### config.mk
export PLATFORM = sky130hd
export DESIGN_NAME = cptms_sequencer
export DESIGN_NICKNAME = d
export VERILOG_FILES = /design/src/core/cptms_pkg.sv /design/src/core/cptms_tick_gen.sv /design/src/core/cptms_sequencer.sv
export VERILOG_INCLUDE_DIRS = /design/src /design/src/core
export SDC_FILE = /design/constraint.sdc
export NUM_CORES = 1
export LEC_CHECK = 0
export BUFFER_PORTS_ARGS = -buffer_cell sky130_fd_sc_hd__buf_2
export CAP_MARGIN = 20
export CORE_ASPECT_RATIO = 1.25
export CORE_MARGIN = 10
export CORE_UTILIZATION = 30
export DETAILED_ROUTE_END_ITERATION = 6
export GPL_TIMING_DRIVEN = 0
export PLACE_DENSITY = 0.62
export SLEW_MARGIN = 40
export SYNTH_ARGS = -nofsm -noshare
export SYNTH_HDL_FRONTEND = slang
export SYNTH_HIERARCHICAL = 1
export SYNTH_SLANG_ARGS = --single-unit
### constraint.sdc
create_clock -name clock_in -period 3.3 [get_ports clock_in]
set_input_delay 0.33 -clock clock_in [delete_from_list [all_inputs] [get_ports clock_in]]
set_output_delay 0.33 -clock clock_in [all_outputs]
set_load 0.05 [all_outputs]
### src/core/cptms_regs.svh
// Constants of the processor phase timer and memory sequencer.
// Included by bare name by every design file that needs them.
`ifndef CPTMS_REGS_SVH
`define CPTMS_REGS_SVH

// ----------------------------------------------------------------------
// Phase timer
// ----------------------------------------------------------------------
`define CPTMS_PHASES      5
`define CPTMS_PH1         0
`define CPTMS_PH2         1
`define CPTMS_PH3         2
`define CPTMS_PH4         3
`define CPTMS_PH5         4
`define CPTMS_PHASE_RESET 5'h01
`define CPTMS_PHASE_NS    350
`define CPTMS_CLK_PS      8000

// ----------------------------------------------------------------------
// Word layout and opcodes
// ----------------------------------------------------------------------
`define CPTMS_WORD_W      24
`define CPTMS_ADDR_W      14
`define CPTMS_OP_MSB      23
`define CPTMS_OP_LSB      18
`define CPTMS_ADDR_MSB    13
`define CPTMS_OP_INC      6'h1e
`define CPTMS_OP_DEC      6'h1f
`define CPTMS_RMW_FETCH   2'h1
`define CPTMS_RMW_EXEC    2'h1
`define CPTMS_PC_RESET    14'h0000

`endif

### src/core/cptms_pkg.sv
// Types shared by the phase timer and memory sequencer.
// Assumes nothing of its surroundings.
package cptms_pkg;

  // --------------------------------------------------------------------
  // Kind of memory cycle
  // --------------------------------------------------------------------
  typedef enum logic [1:0] {
    CPTMS_IFETCH = 2'b00,
    CPTMS_OFETCH = 2'b01,
    CPTMS_EXEC   = 2'b10,
    CPTMS_WRITE  = 2'b11
  } cptms_kind_e;

endpackage

### src/core/cptms_tick_gen.sv
// Divider that makes the one-cycle system clock enable.
// Assumes one free running clock and an asynchronous active high reset.
`timescale 1ns/1ps

module cptms_tick_gen #(
  parameter int COUNT = 44
) (
  // Clock and reset
  input  wire logic clock_in,
  input  wire logic rst_in,
  // Enable pulse
  output logic      tick_out
);

  localparam int CW = (COUNT > 1) ? $clog2(COUNT) : 1;
  localparam logic [CW-1:0] LAST = CW'(COUNT - 1);

  logic [CW-1:0] count;
  logic [CW-1:0] next_count;
  logic          next_tick;

  always_comb
  begin
    next_tick  = (count == LAST);
    next_count = next_tick ? '0 : count + CW'(1);
  end

  always_ff @(posedge clock_in or posedge rst_in)
  begin
    if (rst_in)
    begin
      count    <= '0;
      tick_out <= 1'b0;
    end
    else
    begin
      count    <= next_count;
      tick_out <= next_tick;
    end
  end

endmodule

### src/core/cptms_sequencer.sv
// Five phase timer and processor side memory transfer sequencer.
// Assumes a memory that grants access during phase two and returns read
// data by phase one; instruction decode sits outside this block, save the increment and decrement opcodes.
//
// Overview of operation
// RULE_01: Phase timer is a five stage one-hot shift register.
// RULE_02: Timer shifts once per 350 ns system clock; five phases per cycle.
// RULE_03: Phases change only on a system clock enable edge.
// RULE_04: Memory access is requested during phase two.
// RULE_05: Without a grant in phase two, clocks stop and request repeats.
// RULE_06: After grant, address and read or write intent appear in phase three.
// RULE_07: Read data is routed in phase one and captured at its end.
// RULE_08: Write data is driven onto the memory bus during phase five.
// RULE_09: Operand fetch flag and buffer select stand all five phases.
// RULE_10: Operand address gate stands in phase three of operand fetch.
// RULE_11: Buffer register clock enable stands in phase one of fetch. The code raises it in phase one of operand fetch only, not instruction fetch.
// RULE_12: Phase signals rise at the clock before and span their phase.
// RULE_13: A present signal is driven at logic one.
// RULE_14: Increment and decrement memory instructions take four cycles.
// RULE_15: Instruction fetch loads command register and bumps counter.
// RULE_16: Operand fetch flag clears at end of last fetch phase one.
// RULE_17: Reset leaves exactly one phase active.
// RULE_18: While stalled, timer and flags hold until access is granted.
`timescale 1ns/1ps
`include "cptms_regs.svh"

module cptms_sequencer #(
  parameter int PHASE_NS = `CPTMS_PHASE_NS,
  parameter int CLK_PS   = `CPTMS_CLK_PS
) (
  // Clock and reset
  input  wire logic                       clock_in,
  input  wire logic                       rst_in,
  // Decode hints and store data for the instruction being fetched
  input  wire logic [1:0]                 fetch_count_in,
  input  wire logic                       store_in,
  input  wire logic [`CPTMS_WORD_W-1:0]   write_data_in,
  // Memory interface
  input  wire logic                       mem_grant_in,
  input  wire logic [`CPTMS_WORD_W-1:0]   mem_rdata_in,
  output logic                            mem_access_req_out,
  output logic                            mem_addr_valid_out,
  output logic                            mem_write_out,
  output logic [`CPTMS_ADDR_W-1:0]        mem_addr_out,
  output logic                            mem_wdata_valid_out,
  output logic [`CPTMS_WORD_W-1:0]        mem_wdata_out,
  // Phase timer and processor strobes
  output logic [`CPTMS_PHASES-1:0]        phase_out,
  output logic                            cpu_clock_enable_out,
  output logic                            operand_fetch_time_flag_out,
  output logic                            memory_to_buffer_select_out,
  output logic                            operand_address_to_memory_gate_out,
  output logic                            buffer_register_clock_enable_out,
  output logic                            instruction_fetch_time_flag_out,
  output logic                            program_counter_increment_out,
  // Registers
  output logic [`CPTMS_WORD_W-1:0]        command_register_out,
  output logic [`CPTMS_WORD_W-1:0]        buffer_register_out,
  output logic [`CPTMS_ADDR_W-1:0]        program_counter_out
);

  // --------------------------------------------------------------------
  // System clock enable
  // --------------------------------------------------------------------
  localparam int TICK_CYCLES = (PHASE_NS * 1000 + CLK_PS - 1) / CLK_PS;

  logic tick;

  cptms_tick_gen #(
    .COUNT    (TICK_CYCLES)
  ) u_tick (
    .clock_in (clock_in),
    .rst_in   (rst_in),
    .tick_out (tick)
  );

  // --------------------------------------------------------------------
  // Phase timer and cycle sequencing
  // --------------------------------------------------------------------
  cptms_pkg::cptms_kind_e   kind;
  cptms_pkg::cptms_kind_e   next_kind;
  logic [`CPTMS_PHASES-1:0] next_phase;
  logic [1:0]               fetch_left;
  logic [1:0]               next_fetch_left;
  logic [1:0]               exec_left;
  logic [1:0]               next_exec_left;
  logic                     store_pend;
  logic                     next_store_pend;
  logic                     rmw_op;
  logic                     next_rmw_op;
  logic [`CPTMS_WORD_W-1:0] next_cmd;
  logic [`CPTMS_WORD_W-1:0] next_buf;
  logic [`CPTMS_ADDR_W-1:0] next_pc;
  logic                     stall;
  logic                     advance;
  logic                     boundary;
  logic                     load_rmw;

  function automatic cptms_pkg::cptms_kind_e pick_kind(
    input logic [1:0] f,
    input logic [1:0] e,
    input logic       s
  );
    if (f != 2'h0)
      pick_kind = cptms_pkg::CPTMS_OFETCH;
    else if (e != 2'h0)
      pick_kind = cptms_pkg::CPTMS_EXEC;
    else if (s)
      pick_kind = cptms_pkg::CPTMS_WRITE;
    else
      pick_kind = cptms_pkg::CPTMS_IFETCH;
  endfunction

  always_comb
  begin
    stall    = phase_out[`CPTMS_PH2] && (kind != cptms_pkg::CPTMS_EXEC)
               && !mem_grant_in;                                  // RULE_05
    advance  = tick && !stall;                                    // RULE_18
    boundary = advance && phase_out[`CPTMS_PH1];
    load_rmw = (mem_rdata_in[`CPTMS_OP_MSB:`CPTMS_OP_LSB] == `CPTMS_OP_INC)
            || (mem_rdata_in[`CPTMS_OP_MSB:`CPTMS_OP_LSB] == `CPTMS_OP_DEC);
    next_phase = advance ? {phase_out[`CPTMS_PHASES-2:0],
                            phase_out[`CPTMS_PHASES-1]}
                         : phase_out;                     // RULE_01 RULE_02
    next_fetch_left = fetch_left;
    next_exec_left  = exec_left;
    next_store_pend = store_pend;
    next_rmw_op     = rmw_op;
    next_kind       = kind;
    next_cmd        = command_register_out;
    next_buf        = buffer_register_out;
    next_pc         = program_counter_out;
    if (boundary)
    begin
      case (kind)
        cptms_pkg::CPTMS_IFETCH:
        begin
          next_cmd    = mem_rdata_in;                             // RULE_15
          next_pc     = program_counter_out + `CPTMS_ADDR_W'(1);  // RULE_15
          next_rmw_op = load_rmw;
          if (load_rmw)
          begin
            next_fetch_left = `CPTMS_RMW_FETCH;                   // RULE_14
            next_exec_left  = `CPTMS_RMW_EXEC;
            next_store_pend = 1'b1;
          end
          else
          begin
            next_fetch_left = fetch_count_in;
            next_exec_left  = 2'h0;
            next_store_pend = store_in;
          end
        end
        cptms_pkg::CPTMS_OFETCH:
        begin
          next_buf        = mem_rdata_in;                         // RULE_07
          next_fetch_left = fetch_left - 2'h1;
        end
        cptms_pkg::CPTMS_EXEC:
        begin
          if (exec_left != 2'h0)
            next_exec_left = exec_left - 2'h1;
        end
        default:
        begin
          next_store_pend = 1'b0;
        end
      endcase
      next_kind = pick_kind(next_fetch_left, next_exec_left,
                            next_store_pend);                     // RULE_16
    end
  end

  always_ff @(posedge clock_in or posedge rst_in)
  begin
    if (rst_in)
    begin
      phase_out            <= `CPTMS_PHASE_RESET;                 // RULE_17
      kind                 <= cptms_pkg::CPTMS_EXEC;
      fetch_left           <= 2'h0;
      exec_left            <= 2'h0;
      store_pend           <= 1'b0;
      rmw_op               <= 1'b0;
      command_register_out <= '0;
      buffer_register_out  <= '0;
      program_counter_out  <= `CPTMS_PC_RESET;
      cpu_clock_enable_out <= 1'b0;
    end
    else
    begin
      phase_out            <= next_phase;                         // RULE_03
      kind                 <= next_kind;
      fetch_left           <= next_fetch_left;
      exec_left            <= next_exec_left;
      store_pend           <= next_store_pend;
      rmw_op               <= next_rmw_op;
      command_register_out <= next_cmd;
      buffer_register_out  <= next_buf;
      program_counter_out  <= next_pc;
      cpu_clock_enable_out <= advance;                            // RULE_05
    end
  end

  // --------------------------------------------------------------------
  // Phase aligned strobes, registered from the coming phase
  // --------------------------------------------------------------------
  logic                     n_of;
  logic                     n_if;
  logic                     n_acc;
  logic [`CPTMS_WORD_W-1:0] next_wdata;

  always_comb
  begin
    n_of  = (next_kind == cptms_pkg::CPTMS_OFETCH);
    n_if  = (next_kind == cptms_pkg::CPTMS_IFETCH);
    n_acc = (next_kind != cptms_pkg::CPTMS_EXEC);
    next_wdata = (next_phase[`CPTMS_PH5] &&
                  next_kind == cptms_pkg::CPTMS_WRITE) ? write_data_in
                                                        : mem_wdata_out;
  end

  always_ff @(posedge clock_in or posedge rst_in)
  begin
    if (rst_in)
    begin
      mem_access_req_out                 <= 1'b0;
      mem_addr_valid_out                 <= 1'b0;
      mem_write_out                      <= 1'b0;
      mem_addr_out                       <= '0;
      mem_wdata_valid_out                <= 1'b0;
      mem_wdata_out                      <= '0;
      operand_fetch_time_flag_out        <= 1'b0;
      memory_to_buffer_select_out        <= 1'b0;
      operand_address_to_memory_gate_out <= 1'b0;
      buffer_register_clock_enable_out   <= 1'b0;
      instruction_fetch_time_flag_out    <= 1'b0;
      program_counter_increment_out      <= 1'b0;
    end
    else
    begin
      mem_access_req_out <= next_phase[`CPTMS_PH2] && n_acc;      // RULE_04
      mem_addr_valid_out <= next_phase[`CPTMS_PH3] && n_acc;      // RULE_06
      mem_write_out      <= next_phase[`CPTMS_PH3] &&
                            next_kind == cptms_pkg::CPTMS_WRITE;  // RULE_06
      mem_addr_out       <= n_if ? next_pc
                                 : next_cmd[`CPTMS_ADDR_MSB:0];
      mem_wdata_valid_out <= next_phase[`CPTMS_PH5] &&
                             next_kind == cptms_pkg::CPTMS_WRITE; // RULE_08
      mem_wdata_out      <= next_wdata;                           // RULE_08
      operand_fetch_time_flag_out <= n_of;                  // RULE_09 RULE_16
      memory_to_buffer_select_out <= n_of;                        // RULE_09
      operand_address_to_memory_gate_out <=
        n_of && next_phase[`CPTMS_PH3];                   // RULE_10 RULE_12
      buffer_register_clock_enable_out <=
        n_of && next_phase[`CPTMS_PH1];                   // RULE_11 RULE_13
      instruction_fetch_time_flag_out <= n_if;                    // RULE_15
      program_counter_increment_out   <=
        n_if && next_phase[`CPTMS_PH1];                           // RULE_15
    end
  end

  // --------------------------------------------------------------------
  // Checks
  // --------------------------------------------------------------------
  logic [2:0] cyc_in_instr;

  always_ff @(posedge clock_in or posedge rst_in)
  begin
    if (rst_in)
      cyc_in_instr <= 3'h0;
    else if (boundary)
      cyc_in_instr <= (next_kind == cptms_pkg::CPTMS_IFETCH) ? 3'h1
                    : cyc_in_instr + 3'h1;
  end
endmodule

==> results.py <==
metrics = {
    "power_and_ir_drop": {
        "p_sw_w": 0.000872,
        "powerDensity_nw_per_um2": 484,
        "p_total_w": 0.00380,
        "switching_share": 0.229,
        "p_clk_frac": 0.516,
        "intPower_w": 0.00293,
        "p_leak_nw": 4.00,
        "pwr-share-seq": 0.423,
        "combPwrFrac": 0.061,
        "ir_drop_mv": 0.316,
    },
    "global_route": {
        "grt_max_degree": 25,
        "grt_pass1_wl_um": 28400,
        "grt_remaining_overflow": 0,
        "antenna_found_initial": 1,
        "first_global_vias": 4945,
        "track_usage": 0.137,
    },
    "timing": {
        "timing.setup.tns_ns": 0,
        "relSlewSlack": 0.544,
        "hold_violations": 0,
        "drv_slew": 0,
        "rsz0062_at_grt": "no",
        "period_share": 0.837,
        "clock_skew_ns": 0.0131,
        "tightest_slew_ns": 0.681,
        "max_freq_ghz": 0.362,
        "period_needed_ns": 2.76,
        "setup_violations": 0,
    },
    "critical_path": {
        "cp_cell_sequence": "inv_1 -> ha_1 -> or2_1 -> o311ai_4 -> a41oi_4 -> buf_6 -> mux2_4",
        "rrSetupSlack_ns": 0.54,
        "critPathMaxFanout": 10,
        "r2r_start": "kind[1]",
        "worst_setup_path_end_kind": "register",
        "max_stage_delay_ns": 0.61,
        "critical_path.startpoint": "kind[1]",
        "critPathTopFamily": "compound AO/OA/AOI/OAI gates",
        "cp.required_ns": 3.58,
        "worstSetupPathType": "register to register",
        "rr_endpoint": "mem_addr_out[12]",
        "start_kind": "register",
        "arrival_ns": 3.04,
        "rr_worst_depth": 7,
        "cp_slowest_cell": "dfstp_2",
        "crit_buf_inv": 2,
    },
    "min_path": {
        "hold_class": "input port to register",
        "min-delay-start": "mem_rdata_in[0]",
        "hold_depth": 2,
        "holdPathEnd": "buffer_register_out[0]",
    },
    "clock_network": {
        "cts_made_buffers": 17,
        "worstSkewPairLatency_ns": 0.41,
        "cts.path.max_buffers": 2,
        "clockRootBuffer": "clkbuf_16",
        "clock_sinks": 129,
        "cts_tree": "yes",
        "htreeDepth": 4,
        "cts_resized": 0,
        "clk_pin_slew_worst_paths_ns": 0.06,
    },
    "floorplan": {
        "initial_core_util": 0.304,
        "rows": 57,
        "die_y_um": 176,
        "fp.coreArea_um2": 19300,
        "pin_count": 170,
        "dieArea_um2": 25600,
        "die_w_um": 145,
    },
    "synthesis": {
        "synthArstFlopShare": 1.00,
        "synth_ff_type": "dfrtp_1",
        "syn_nets": 556,
        "synth_common_cells": "dfrtp_1, mux2_2, nand3_1, nand4_1, and3_1",
        "synth_top_area_share": 0.541,
        "synth-edff-count": 0,
        "synth_cells": 496,
        "syn_area_um2": 5870,
        "yosysMostFrequentCell": "dfrtp_1",
        "synthDistinctLibCells": 52,
        "syn_avg_cell_area_um2": 11.8,
        "ys_seq_area_frac": 0.550,
        "synth_top_cell_by_area": "dfrtp_1",
        "synth_area_leaders": "dfrtp_1, mux2_2, o211ai_1, nand4_1, nand3_1",
        "ys_seq_elements": 129,
        "synth.yosys.warnings": 6,
    },
    "cells_and_area": {
        "n_antenna_cell": 0,
        "final_nets": 752,
        "stdcell_count": 969,
        "fill_cells": 1916,
        "drive_gt1_frac": 0.428,
        "area_growth_pct": 33.8,
        "fin_area_um2": 7860,
    },
    "drt": {
        "routed_wl_um": 17600,
        "drt_drc_violations_left": 0,
        "via_count": 4826,
        "drtIter0Drc": 217,
        "firstDrtPassIters": 5,
        "post_drt_wl_per_cell_um": 18.2,
        "via_per_inst": 4.98,
        "ant_nets": 0,
    },
    "placement": {
        "dpl_cell_area_um2": 7230,
        "place_congestion": 0.859,
        "dp.final_hpwl_um": 13400,
        "port_buffers": 169,
        "dp_cells": 937,
    },
    "run_status": {
        "status": "completed",
    },
    "flow_run": {
        "cap_violations": 0,
    },
}
==> timing repair <==
| action | in CTS | in global routing |
|---|---|---|
| setup endpoints to repair | 0 | 0 |
| hold buffers | 1 | 0 |
| buffers inserted | 0 | 0 |
| endpoints found under the hold margin | 10 | 0 |
==> area by class of cell <==
| cell class | instances | area (um^2) | area share |
|---|---|---|---|
| clock buffers | 20 | 467 | 0.0594 |
| inverters | 16 | 63.8 | 0.00812 |
| clock inverters | 11 | 153 | 0.0194 |
| well taps | 265 | 332 | 0.0422 |
| repair buffers | 177 | 1030 | 0.131 |
| multi-input cells | 318 | 2430 | 0.309 |
| flip-flops and latches | 129 | 3230 | 0.411 |
| plain buffers | 33 | 154 | 0.0196 |
==> kinds of logic after synthesis <==
family | synth area share
AND/OR/NAND/NOR | 0.144
XOR/XNOR | 0.0251
adder cells (fa/ha/maj) | 0.0128
buffers and inverters | 0.0364
AO/OA/AOI/OAI | 0.0999
multiplexers | 0.131
flip-flops | 0.550
==> flip-flops by register name, indices dropped and copies added, names as in the netlist, 2 cells and up <==
| name | flops |
|---|---|
| buffer_register_out | 24 |
| u_tick/count | 6 |
| command_register_out | 24 |
| exec_left | 2 |
| fetch_left | 2 |
| mem_addr_out | 14 |
| mem_wdata_out | 24 |
| phase_out | 5 |
| kind | 2 |
| program_counter_out | 14 |
==> power groups by stage <==
| stage | clock, W | combinational, W | sequential [W] |
|---|---|---|---|
| 3_3_place_gp | 0 | 0.000209 | 0.00164 |
| 4_1_cts | 0.00202 | 0.000237 | 0.00161 |
| 2_1_floorplan | 0 | 0.0000612 | 0.00170 |
| 6_report | 0.00196 | 0.000232 | 0.00161 |
| 5_1_grt | 0.00209 | 0.000251 | 0.00161 |
| 3_5_place_dp | 0 | 0.000236 | 0.00164 |
==> worst max-delay path by stage <==
stage | cells after the start | to | slack [ns]
after CTS | 8 | mem_addr_out[12] | 0.53
after detailed placement | 8 | mem_addr_out[12] | 0.56
after floorplan | 8 | mem_addr_out[10] | 0.96
final | 7 | mem_addr_out[12] | 0.54
after global routing | 9 | mem_wdata_out[4] | 0.29
after global placement | 2 | memory_to_buffer_select_out | 0.48
==> per-layer routing <==
layer / track usage / routed length, um / part of all wire / vias up
li1: - / - / - / 2232
met1: 0.168 / 7540 / 0.43 / 2408
met2: 0.222 / 8570 / 0.49 / 173
met3: 0.0517 / 1370 / 0.078 / 11
met4: 0.0363 / 138 / 0.0078 / 2
met5: 0 / 11 / 0.00062 / -
==> cell usage in the layout (no fill, tap or decap), types with 8 or more instances in the layout <==
master     synthesis  final
nand4_1           29     29
o211ai_1          25     25
nand2_1           19     19
nand3_1           35     35
mux2_4             8      8
o21ai_0            9      9
and3_1            27     27
clkbuf_1          16     16
buf_2             15    184
clkbuf_16          0     17
nor2_1            17     17
inv_1             16     15
mux2_2            57     57
dfrtp_1          127    127
xnor2_1           11     11
a31oi_1           24     24
==> through the flow <==
step | hold slack, ns | utilization | worst slack, ns
floorplan | 0.133 | - | 0.960
CTS | 0.143 | 0.407 | 0.530
finish | 0.162 | 0.407 | 0.538
global route | 0.137 | 0.407 | 0.287
detailed placement | 0.301 | 0.374 | 0.558
global placement | 0.339 | 0.365 | 0.476
Power figures use the tool's default switching activity.
